**src/core/tthp_pkg.sv**
```systemverilog
// Shared constants for the tone transceiver host port.
package tthp_pkg;

    // ========================================================================
    // Access codes formed as {register select line, read/write line}.
    localparam logic [1:0] ACC_WR_TX   = 2'h0;
    localparam logic [1:0] ACC_RD_RX   = 2'h1;
    localparam logic [1:0] ACC_WR_CTRL = 2'h2;
    localparam logic [1:0] ACC_RD_STAT = 2'h3;

    // ========================================================================
    // Primary control field positions.
    localparam int TONE_OUT_BIT  = 0;
    localparam int PROG_MODE_BIT = 1;
    localparam int IRQ_EN_BIT    = 2;
    localparam int REDIRECT_BIT  = 3;

    // Secondary control field positions.
    localparam int BURST_OFF_BIT = 0;
    localparam int TEST_BIT      = 1;
    localparam int SINGLE_BIT    = 2;
    localparam int COLUMN_BIT    = 3;

    // Status field positions.
    localparam int ST_IRQ_BIT    = 0;
    localparam int ST_TXRDY_BIT  = 1;
    localparam int ST_RXFULL_BIT = 2;
    localparam int ST_ABSENT_BIT = 3;

    // Reset values.
    localparam logic [3:0] CTRL_RESET   = 4'h0;
    localparam logic [3:0] RDATA_RESET  = 4'h0;
    localparam logic       ABSENT_RESET = 1'b1;

    // Host initialisation writes: set redirect, clear secondary, clear primary.
    localparam logic [3:0] INIT_REDIRECT = 4'h8;
    localparam logic [3:0] INIT_CLEAR    = 4'h0;
    localparam logic [1:0] INIT_STEPS    = 2'h3;

    // ========================================================================
    // Burst and pause timing.
    localparam int CLK_PERIOD_NS = 10;
    localparam int BURST_MS      = 51;
    localparam int BURST_CYC     = (BURST_MS * 1000000) / CLK_PERIOD_NS;
    localparam int CNT_W         = 25;

    // Packs the two select lines into one access code.
    function automatic logic [1:0] accessCode(input logic regSel, input logic readNotWrite);
        accessCode = {regSel, readNotWrite};
    endfunction : accessCode

endpackage : tthp_pkg

```
**src/core/tthp_if.sv**
```systemverilog
// Register port and interrupt pin joining the host and the transceiver.
`timescale 1ns/100ps
interface tthp_if;
    logic       registerSelectLine;
    logic       readNotWrite;
    logic       strobe;
    logic [3:0] wrData;
    logic [3:0] rdData;
    logic       irqPinOut;
    logic       irqPinOe_n;
    logic       irqPinLevel;

    // Open-drain wire with its pull-up: low only while the device drives it.
    assign irqPinLevel = irqPinOe_n ? 1'b1 : irqPinOut;

    modport dev (
        input  registerSelectLine,
        input  readNotWrite,
        input  strobe,
        input  wrData,
        output rdData,
        output irqPinOut,
        output irqPinOe_n
    );

    modport host (
        output registerSelectLine,
        output readNotWrite,
        output strobe,
        output wrData,
        input  rdData,
        input  irqPinLevel
    );
endinterface : tthp_if

```
**src/core/tthp_device.sv**
```systemverilog
// Transceiver end of the host port: control, burst timing, status and pin.
//
// Summary of operation
// Secondary bit0 low: burst then equal pause.
// After pause: transmitter ready, interrupt if enabled.
// Burst and pause 51 ms, doubled in progress.
// Secondary bit0 high: tone follows output enable.
// Test bit: pin shows inverted delayed steering.
// Host selects tone mode before using test.
// Secondary bit2 picks dual or single tone.
// Secondary bit3 picks row or column tone.
// Receive register holds last valid decoded code.
// Transmit write selects generated tone pair.
// Redirect bit sends only next write secondary.
// Both control registers cleared at power-up.
// Host init writes zero to both controls.
// Select and read/write lines decode four accesses.
// Pin interrupts on tone or transmitter ready.
// Pin is open-drain, system supplies pull-up.
// Status bit0 follows bits 1/2, read-clears.
// Status bit1 on pause end, read clears.
// Status bit2 on valid receive, read clears.
// Status bit3 marks tone absent, clears on tone.
// Primary bit0 enables the tone output.
// Interrupt enable pulls pin on those events.
// Progress mode routes tones, suspends decoding.
// Status read returns old flags, then clears.
`timescale 1ns/100ps
module tthp_device #(
    parameter int unsigned BURST_CYC = tthp_pkg::BURST_CYC
) (
    input  wire logic       core_clk,
    input  wire logic       rst_n,
    tthp_if.dev             bus,
    input  wire logic [3:0] rxCode,
    input  wire logic       rxValid,
    input  wire logic       steerDelayed,
    input  wire logic       progressTone,
    output logic      [3:0] txCode,
    output logic            toneOn,
    output logic            singleTone,
    output logic            columnSel,
    output logic            progressMode
);

    // ========================================================================
    // Declarations.
    typedef enum logic [1:0] {
        BURST_IDLE,
        BURST_TONE,
        BURST_PAUSE
    } tthp_burst_e;

    tthp_burst_e                   burstState_q;
    logic [3:0]                    ctrlPrimary_q;
    logic [3:0]                    ctrlSecondary_q;
    logic [3:0]                    txCode_q;
    logic [3:0]                    rxCode_q;
    logic [3:0]                    rdData_q;
    logic [tthp_pkg::CNT_W-1:0]    burstCnt_q;
    logic                          redirectPend_q;
    logic                          irqFlag_q;
    logic                          txReady_q;
    logic                          rxFull_q;
    logic                          absent_q;
    logic                          toneOn_q;
    logic                          irqPinOe_n_q;
    logic                          ptMeta_q;
    logic                          ptSync_q;
    logic [1:0]                    access;
    logic                          txWrite;
    logic                          ctrlWrite;
    logic                          rxRead;
    logic                          statusRead;
    logic                          burstMode;
    logic                          pauseEnd;
    logic                          rxAccept;
    logic                          pinPull;
    logic [3:0]                    statusWord;

    // Last count of a phase, one less than its length in cycles; the length doubles while progress mode is selected.
    function automatic logic [tthp_pkg::CNT_W-1:0] phaseLast(input logic doubled);
        logic [31:0] len;
        len = doubled ? BURST_CYC * 2 : BURST_CYC;
        phaseLast = len[tthp_pkg::CNT_W-1:0] - 1'b1;
    endfunction : phaseLast
    // ========================================================================
    // Access decode from the select and read/write lines.
    assign access     = tthp_pkg::accessCode(bus.registerSelectLine, bus.readNotWrite);
    assign txWrite    = bus.strobe && (access == tthp_pkg::ACC_WR_TX);
    assign rxRead     = bus.strobe && (access == tthp_pkg::ACC_RD_RX);
    assign ctrlWrite  = bus.strobe && (access == tthp_pkg::ACC_WR_CTRL);
    assign statusRead = bus.strobe && (access == tthp_pkg::ACC_RD_STAT);

    assign burstMode  = !ctrlSecondary_q[tthp_pkg::BURST_OFF_BIT];
    assign pauseEnd   = burstMode && (burstState_q == BURST_PAUSE) && (burstCnt_q == '0);
    // Decoding is suspended while the call progress filter is selected.
    assign rxAccept   = rxValid && !ctrlPrimary_q[tthp_pkg::PROG_MODE_BIT];
    assign statusWord = {absent_q, rxFull_q, txReady_q, irqFlag_q};
    // ========================================================================
    // Progress tone comes from an analog comparator, so it is synchronised.
    always_ff @(posedge core_clk or negedge rst_n) begin
        if (!rst_n) begin
            ptMeta_q <= 1'b0;
            ptSync_q <= 1'b0;
        end else begin
            ptMeta_q <= progressTone;
            ptSync_q <= ptMeta_q;
        end
    end
    // ========================================================================
    // Control registers sharing one address; redirect steers one write only.
    always_ff @(posedge core_clk or negedge rst_n) begin
        if (!rst_n) begin
            ctrlPrimary_q   <= tthp_pkg::CTRL_RESET;
            ctrlSecondary_q <= tthp_pkg::CTRL_RESET;
            redirectPend_q  <= 1'b0;
        end else if (ctrlWrite) begin
            if (redirectPend_q) begin
                ctrlSecondary_q <= bus.wrData;
                redirectPend_q  <= 1'b0;
            end else begin
                ctrlPrimary_q  <= bus.wrData;
                redirectPend_q <= bus.wrData[tthp_pkg::REDIRECT_BIT];
            end
        end
    end
    // Transmit code register; the written value selects the tone pair.
    always_ff @(posedge core_clk or negedge rst_n) begin
        if (!rst_n) begin
            txCode_q <= tthp_pkg::RDATA_RESET;
        end else if (txWrite) begin
            txCode_q <= bus.wrData;
        end
    end
    // Receive code register keeps the last accepted tone pair.
    always_ff @(posedge core_clk or negedge rst_n) begin
        if (!rst_n) begin
            rxCode_q <= tthp_pkg::RDATA_RESET;
        end else if (rxAccept) begin
            rxCode_q <= rxCode;
        end
    end
    // ========================================================================
    // Burst timer: a transmit write starts a tone phase then an equal pause.
    always_ff @(posedge core_clk or negedge rst_n) begin
        if (!rst_n) begin
            burstState_q <= BURST_IDLE;
            burstCnt_q   <= '0;
        end else if (!burstMode) begin
            burstState_q <= BURST_IDLE;
            burstCnt_q   <= '0;
        end else if (txWrite) begin
            burstState_q <= BURST_TONE;
            burstCnt_q   <= phaseLast(ctrlPrimary_q[tthp_pkg::PROG_MODE_BIT]);
        end else begin
            case (burstState_q)
                BURST_TONE: begin
                    if (burstCnt_q == '0) begin
                        burstState_q <= BURST_PAUSE;
                        burstCnt_q   <= phaseLast(ctrlPrimary_q[tthp_pkg::PROG_MODE_BIT]);
                    end else begin
                        burstCnt_q <= burstCnt_q - 1'b1;
                    end
                end
                BURST_PAUSE: begin
                    if (burstCnt_q == '0) begin
                        burstState_q <= BURST_IDLE;
                    end else begin
                        burstCnt_q <= burstCnt_q - 1'b1;
                    end
                end
                default: begin
                    burstState_q <= BURST_IDLE;
                end
            endcase
        end
    end
    // Tone output gate: enable bit, and in burst mode only the tone phase.
    always_ff @(posedge core_clk or negedge rst_n) begin
        if (!rst_n) begin
            toneOn_q <= 1'b0;
        end else begin
            toneOn_q <= ctrlPrimary_q[tthp_pkg::TONE_OUT_BIT]
                        && (!burstMode || (burstState_q == BURST_TONE));
        end
    end

    // ========================================================================
    // Status flags; a set in the cycle of a status read wins over its clear.
    always_ff @(posedge core_clk or negedge rst_n) begin
        if (!rst_n) begin
            txReady_q <= 1'b0;
        end else if (pauseEnd) begin
            txReady_q <= 1'b1;
        end else if (statusRead || !burstMode) begin
            txReady_q <= 1'b0;
        end
    end

    always_ff @(posedge core_clk or negedge rst_n) begin
        if (!rst_n) begin
            rxFull_q <= 1'b0;
        end else if (rxAccept) begin
            rxFull_q <= 1'b1;
        end else if (statusRead) begin
            rxFull_q <= 1'b0;
        end
    end
    // Summary flag set by either event source, cleared by a status read.
    always_ff @(posedge core_clk or negedge rst_n) begin
        if (!rst_n) begin
            irqFlag_q <= 1'b0;
        end else if (pauseEnd || rxAccept) begin
            irqFlag_q <= 1'b1;
        end else if (statusRead) begin
            irqFlag_q <= 1'b0;
        end
    end
    // Tone-absent flag follows the inverted delayed steering level.
    always_ff @(posedge core_clk or negedge rst_n) begin
        if (!rst_n) begin
            absent_q <= tthp_pkg::ABSENT_RESET;
        end else begin
            absent_q <= !steerDelayed;
        end
    end
    // ========================================================================
    // Read data is captured on the read strobe, before flags clear.
    always_ff @(posedge core_clk or negedge rst_n) begin
        if (!rst_n) begin
            rdData_q <= tthp_pkg::RDATA_RESET;
        end else if (statusRead) begin
            rdData_q <= statusWord;
        end else if (rxRead) begin
            rdData_q <= rxCode_q;
        end
    end
    // ========================================================================
    // Pin source: test view, progress tone, or the interrupt request.
    always_comb begin
        if (ctrlSecondary_q[tthp_pkg::TEST_BIT]) begin
            pinPull = steerDelayed;
        end else if (ctrlPrimary_q[tthp_pkg::PROG_MODE_BIT]) begin
            pinPull = ctrlPrimary_q[tthp_pkg::IRQ_EN_BIT] && !ptSync_q;
        end else begin
            pinPull = ctrlPrimary_q[tthp_pkg::IRQ_EN_BIT] && irqFlag_q;
        end
    end
    // Open-drain drive: the pin is only ever pulled low.
    always_ff @(posedge core_clk or negedge rst_n) begin
        if (!rst_n) begin
            irqPinOe_n_q <= 1'b1;
        end else begin
            irqPinOe_n_q <= !pinPull;
        end
    end
    // ========================================================================
    // Outputs, each straight from a flip-flop apart from the pin data, which is tied low.
    assign bus.rdData     = rdData_q;
    assign bus.irqPinOut  = 1'b0;
    assign bus.irqPinOe_n = irqPinOe_n_q;
    assign txCode         = txCode_q;
    assign toneOn         = toneOn_q;
    assign singleTone     = ctrlSecondary_q[tthp_pkg::SINGLE_BIT];
    assign columnSel      = ctrlSecondary_q[tthp_pkg::COLUMN_BIT];
    assign progressMode   = ctrlPrimary_q[tthp_pkg::PROG_MODE_BIT];

endmodule : tthp_device

```
**src/flat_wrapper.sv**
```systemverilog
// flat-port wrapper written by rule: the top's interface ports become plain ports
module tthp_device_flat 
#(
    parameter int unsigned BURST_CYC = tthp_pkg::BURST_CYC
)
  (core_clk, rst_n, rxCode, rxValid, steerDelayed, progressTone, txCode, toneOn, singleTone, columnSel, progressMode, bus_registerSelectLine, bus_readNotWrite, bus_strobe, bus_wrData, bus_rdData, bus_irqPinOut, bus_irqPinOe_n);
  tthp_if bus_i ();
  input  wire logic core_clk;
  input  wire logic rst_n;
  input  wire logic [3:0] rxCode;
  input  wire logic rxValid;
  input  wire logic steerDelayed;
  input  wire logic progressTone;
  output logic      [3:0] txCode;
  output logic toneOn;
  output logic singleTone;
  output logic columnSel;
  output logic progressMode;
  input wire logic [$bits(bus_i.registerSelectLine)-1:0] bus_registerSelectLine;
  input wire logic [$bits(bus_i.readNotWrite)-1:0] bus_readNotWrite;
  input wire logic [$bits(bus_i.strobe)-1:0] bus_strobe;
  input wire logic [$bits(bus_i.wrData)-1:0] bus_wrData;
  output wire logic [$bits(bus_i.rdData)-1:0] bus_rdData;
  output wire logic [$bits(bus_i.irqPinOut)-1:0] bus_irqPinOut;
  output wire logic [$bits(bus_i.irqPinOe_n)-1:0] bus_irqPinOe_n;
  assign bus_i.registerSelectLine = bus_registerSelectLine;
  assign bus_i.readNotWrite = bus_readNotWrite;
  assign bus_i.strobe = bus_strobe;
  assign bus_i.wrData = bus_wrData;
  assign bus_rdData = bus_i.rdData;
  assign bus_irqPinOut = bus_i.irqPinOut;
  assign bus_irqPinOe_n = bus_i.irqPinOe_n;
  tthp_device #(.BURST_CYC(BURST_CYC)) u_core (.core_clk(core_clk), .rst_n(rst_n), .bus(bus_i), .rxCode(rxCode), .rxValid(rxValid), .steerDelayed(steerDelayed), .progressTone(progressTone), .txCode(txCode), .toneOn(toneOn), .singleTone(singleTone), .columnSel(columnSel), .progressMode(progressMode));
endmodule
```
**config.mk**
```make
export PLATFORM = sky130hd
export DESIGN_NAME = tthp_device_flat
export DESIGN_NICKNAME = d
export VERILOG_FILES = /design/src/core/tthp_pkg.sv /design/src/core/tthp_if.sv /design/src/core/tthp_device.sv /design/src/flat_wrapper.sv
export SDC_FILE = /design/constraint.sdc
export NUM_CORES = 1
export LEC_CHECK = 0
export BUFFER_PORTS_ARGS = -buffer_cell sky130_fd_sc_hd__buf_4
export CORE_ASPECT_RATIO = 1.25
export CORE_MARGIN = 4
export CORE_UTILIZATION = 63
export DETAILED_ROUTE_END_ITERATION = 12
export PLACE_DENSITY = 0.86
export SLEW_MARGIN = 25
export SYNTH_ARGS = -nofsm -noshare
export SYNTH_HDL_FRONTEND = slang
export SYNTH_SLANG_ARGS = --single-unit
```
**constraint.sdc**
```tcl
create_clock -name core_clk -period 5.7 [get_ports core_clk]
set_clock_uncertainty 0.1 [all_clocks]
set_input_delay 0 -clock core_clk [delete_from_list [all_inputs] [get_ports core_clk]]
set_output_delay 0 -clock core_clk [all_outputs]
set_load 0.01 [all_outputs]
```
==> out/results.tsv <==
stage	metric	value	unit
route	Via-to-Cell Ratio	6.44	
critical_path	CP peak stage delay	0.70	ns
floorplan	core area	4430	µm²
global_route	total track usage	26.3	%
global_route	first-pass GRT wire length	11700	µm
run_status	outcome	completed	
critical_path	Top Family by Delay on Critical Path	compound AO/OA/AOI/OAI gates	
logic_synthesis	area of the mapped netlist	2880	µm²
placed_design	GPL Wtd Cong	0.913	
route	WL final	7050	µm
logic_synthesis	most area-hungry cell type in the Yosys netlist	dfrtp_1	
critical_path	path type of the worst setup path	reg -> reg	
critical_path	Critical Path Fanout Max	11	
critical_path	slowest CP cell	o21ai_1	
route	drc violations	0	
flow_run	max_cap viols	0	
logic_synthesis	count leader, synth	dfrtp_1	
timing	setup TNS	0	ns
logic_synthesis	Mapped Cells	302	
clocking	cts bufs inserted	5	
critical_path	r2r endpoint	u_core.burstCnt_q[13]	
cells_and_area	final core utilization	76.3	%
floorplan	row cnt	27	
cells_and_area	share of cells above drive strength 1	18.8	%
cells_and_area	Area growth syn-to-layout	17.3	%
route	number of routed nets with antenna violations	0	
placed_design	Final HPWL DP	4690	µm
critical_path	critical path launch point type	flop	
cells_and_area	final net count	358	
power_and_ir_drop	Comb pwr share	35.4	%
logic_synthesis	Synth Net Count	321	
timing	RSZ-0062 raised after global routing	no	
floorplan	Die W	68.5	µm
clocking	Worst-path clk slew	0.10	ns
logic_synthesis	Post-Syn Area per Cell	9.54	µm²
logic_synthesis	top cells by count, synth	53 x dfrtp_1, 38 x nand2_1, 25 x nor2_1, 20 x a21oi_1, 20 x o21ai_0	
logic_synthesis	Yosys cell types	60	
logic_synthesis	FF+latch count, synth	55	
logic_synthesis	Post-synth ARST share	100	%
route	1st-iter DRT viols	155	
logic_synthesis	post-synthesis sequential area ratio	47.9	%
floorplan	DIE HEIGHT	83.6	µm
power_and_ir_drop	Leakage	0.00148	µW
critical_path	Worst Path Buf+Inv	0	
global_route	largest net degree at the start of global routing	56	
route	routed via count	2562	
clocking	CTS tree	built	
logic_synthesis	Yosys top cell area share	46.0	%
floorplan	area of the die	5720	µm²
logic_synthesis	Post-synth EDFFs	0	
critical_path	Worst R2R Path Depth	6	
power_and_ir_drop	Switching Power	521	µW
min_path	min-delay src	rxValid	
cells_and_area	fill count	313	
route	DR WL/cell	17.7	µm
timing	final slew viol count	0	
min_path	Min-Delay Path Class	in -> reg	
critical_path	Crit. End Element	flop	
floorplan	io pins	30	
placed_design	IO Port Bufs	28	
global_route	number of global-route vias before repair	2545	
power_and_ir_drop	Internal Power	833	µW
clocking	clock tree buffer depth	2	
floorplan	Initial Util	65.1	%
power_and_ir_drop	sequential share of power	45.0	%
power_and_ir_drop	worst vdd ir	0.000264	V
critical_path	CP cell instances	nor4_2, nand4b_1, o21ai_1, o21ai_0, o311a_1, a21o_1	
timing	Fmax	351	MHz
clocking	clock sink count	55	
clocking	clock root buffer	clkbuf_8	
timing	Least-Margin Pin Slew	0.903	ns
timing	minimum clock period	2.85	ns
logic_synthesis	synth top area cells	dfrtp_1 46%, nand2_1 5.0%, mux2_2 4.7%	
clocking	H-tree Lvls	2	
critical_path	Reg2Reg Launch Point	u_core.burstCnt_q[23]	
clocking	worst skew pair latency	0.32	ns
critical_path	data arrival time of the critical path	2.96	ns
global_route	initial antenna violation count	0	
min_path	hold depth	3	
clocking	Post-CTS Setup Bufs	0	
global_route	total grt overflow	0	
route	drt first pass iters	4	
cells_and_area	antenna cells	0	
timing	Final period util	50.0	%
critical_path	Worst EP required	5.81	ns
critical_path	critical path launch point	u_core.burstCnt_q[23]	
min_path	Hold EP	u_core.rxFull_q	
timing	Fin. Hold Viols	0	
timing	Rel. slew slack	39.2	%
power_and_ir_drop	pwr dens	401	nW/µm²
power_and_ir_drop	sw frac	38.5	%
timing	Setup Viol. Count Final	0	
logic_synthesis	Top FF cell, synth	dfrtp_1	
critical_path	r2r setup slk	2.85	ns
power_and_ir_drop	Clock power frac	19.6	%
logic_synthesis	synth warn	0	
## logic make-up after synthesis
group,after synthesis,synth area share [%]
XOR/XNOR,1,0.304
AND/OR/NAND/NOR,124,22.6
buffers and inverters,21,3.17
adder cells (fa/ha/maj),3,1.30
other,1,0.130
multiplexers,16,6.08
AO/OA/AOI/OAI,81,18.5
flip-flops,55,47.9
## cells in the final DEF (no fill, tap or decap), drive strengths merged, types with 3 or more instances in the layout
| master | instances |
|---|---|
| o21ai | 20 |
| nand3 | 7 |
| nor2 | 25 |
| o21a | 5 |
| and2 | 3 |
| o211ai | 6 |
| dlygate4sd3 | 15 |
| a21o | 5 |
| a21oi | 20 |
| or4 | 4 |
| ha | 3 |
| dfrtp | 53 |
| nor3 | 13 |
| clkbuf | 5 |
| a31oi | 4 |
| mux2 | 12 |
| nand2 | 38 |
| mux2i | 4 |
| nor4b | 3 |
| nand4 | 3 |
| nor4 | 5 |
| buf | 29 |
| inv | 8 |
| or3 | 9 |
## power by group through the flow
stage | logic (µW) | clock network (µW) | registers, µW
final | 479 | 265 | 610
after global routing | 533 | 282 | 624
after CTS | 473 | 268 | 604
after detailed placement | 463 | 0 | 611
after global placement | 449 | 0 | 604
after floorplan | 347 | 0 | 576
## through the flow
| step | worst slack, ns | total power, µW | hold WS [ns] | std cells | area, µm² |
|---|---|---|---|---|---|
| floorplan | 3.41 | 922 | -0.396 | 302 | 2880 |
| global placement | 2.72 | 1050 | -0.0240 | 375 | 3110 |
| detailed placement | 2.90 | 1070 | -0.0173 | 375 | 3110 |
| CTS | 2.88 | 1340 | 0.0894 | 398 | 3380 |
| global route | 2.67 | 1440 | 0.115 | 398 | 3380 |
| finish | 2.85 | 1350 | 0.101 | 398 | 3380 |
## worst register-to-register path, cell delays in order, from the launching register on
cell and delay (ns):
dfrtp_1 0.43, nor4_2 0.69, nand4b_1 0.28, o21ai_1 0.70, o21ai_0 0.24, o311a_1 0.18, a21o_1 0.15
## registers in the layout (all words and copies together) (netlist names), 2 cells and up
register / flops
u_core.txCode: 4
u_core.burstCnt_q: 25
u_core.rxCode_q: 4
u_core.burstState_q: 2
u_core.ctrlPrimary_q: 3
u_core.ctrlSecondary_q: 4
u_core.bus.rdData: 4
## routing by layer
metal	up-vias	share of wire, %	GRT usage (%)
met3	23	6.1	3.77
met4	0	3.4	12.7
met1	1250	40	32.3
li1	1178	-	-
met5	-	0	0
met2	111	51	43.8
## repair_timing
item / CTS / global route
resized for setup: 0 / 0
hold endpoints to repair: 77 / 0
hold buffers: 15 / 0
## final cells by class
class	instances	area (µm²)	area share (%)
multi-input combinational	226	1420	42.0
timing repair buffer	44	368	10.9
sequential	55	1380	40.8
clock inverter	3	46.3	1.37
clock buffer	5	68.8	2.04
inverter	7	26.3	0.778
tap	58	72.6	2.15
## worst max-delay path by stage
| stage | slack (ns) | endpoint | cells after the start |
|---|---|---|---|
| after global routing | 2.67 | u_core.burstCnt_q[2] | 6 |
| after CTS | 2.88 | u_core.burstCnt_q[2] | 8 |
| after detailed placement | 2.90 | u_core.burstCnt_q[2] | 6 |
| after floorplan | 3.41 | u_core.burstCnt_q[14] | 8 |
| final | 2.85 | u_core.burstCnt_q[13] | 6 |
| after global placement | 2.72 | u_core.burstCnt_q[13] | 6 |
Power figures use the tool's default switching activity.
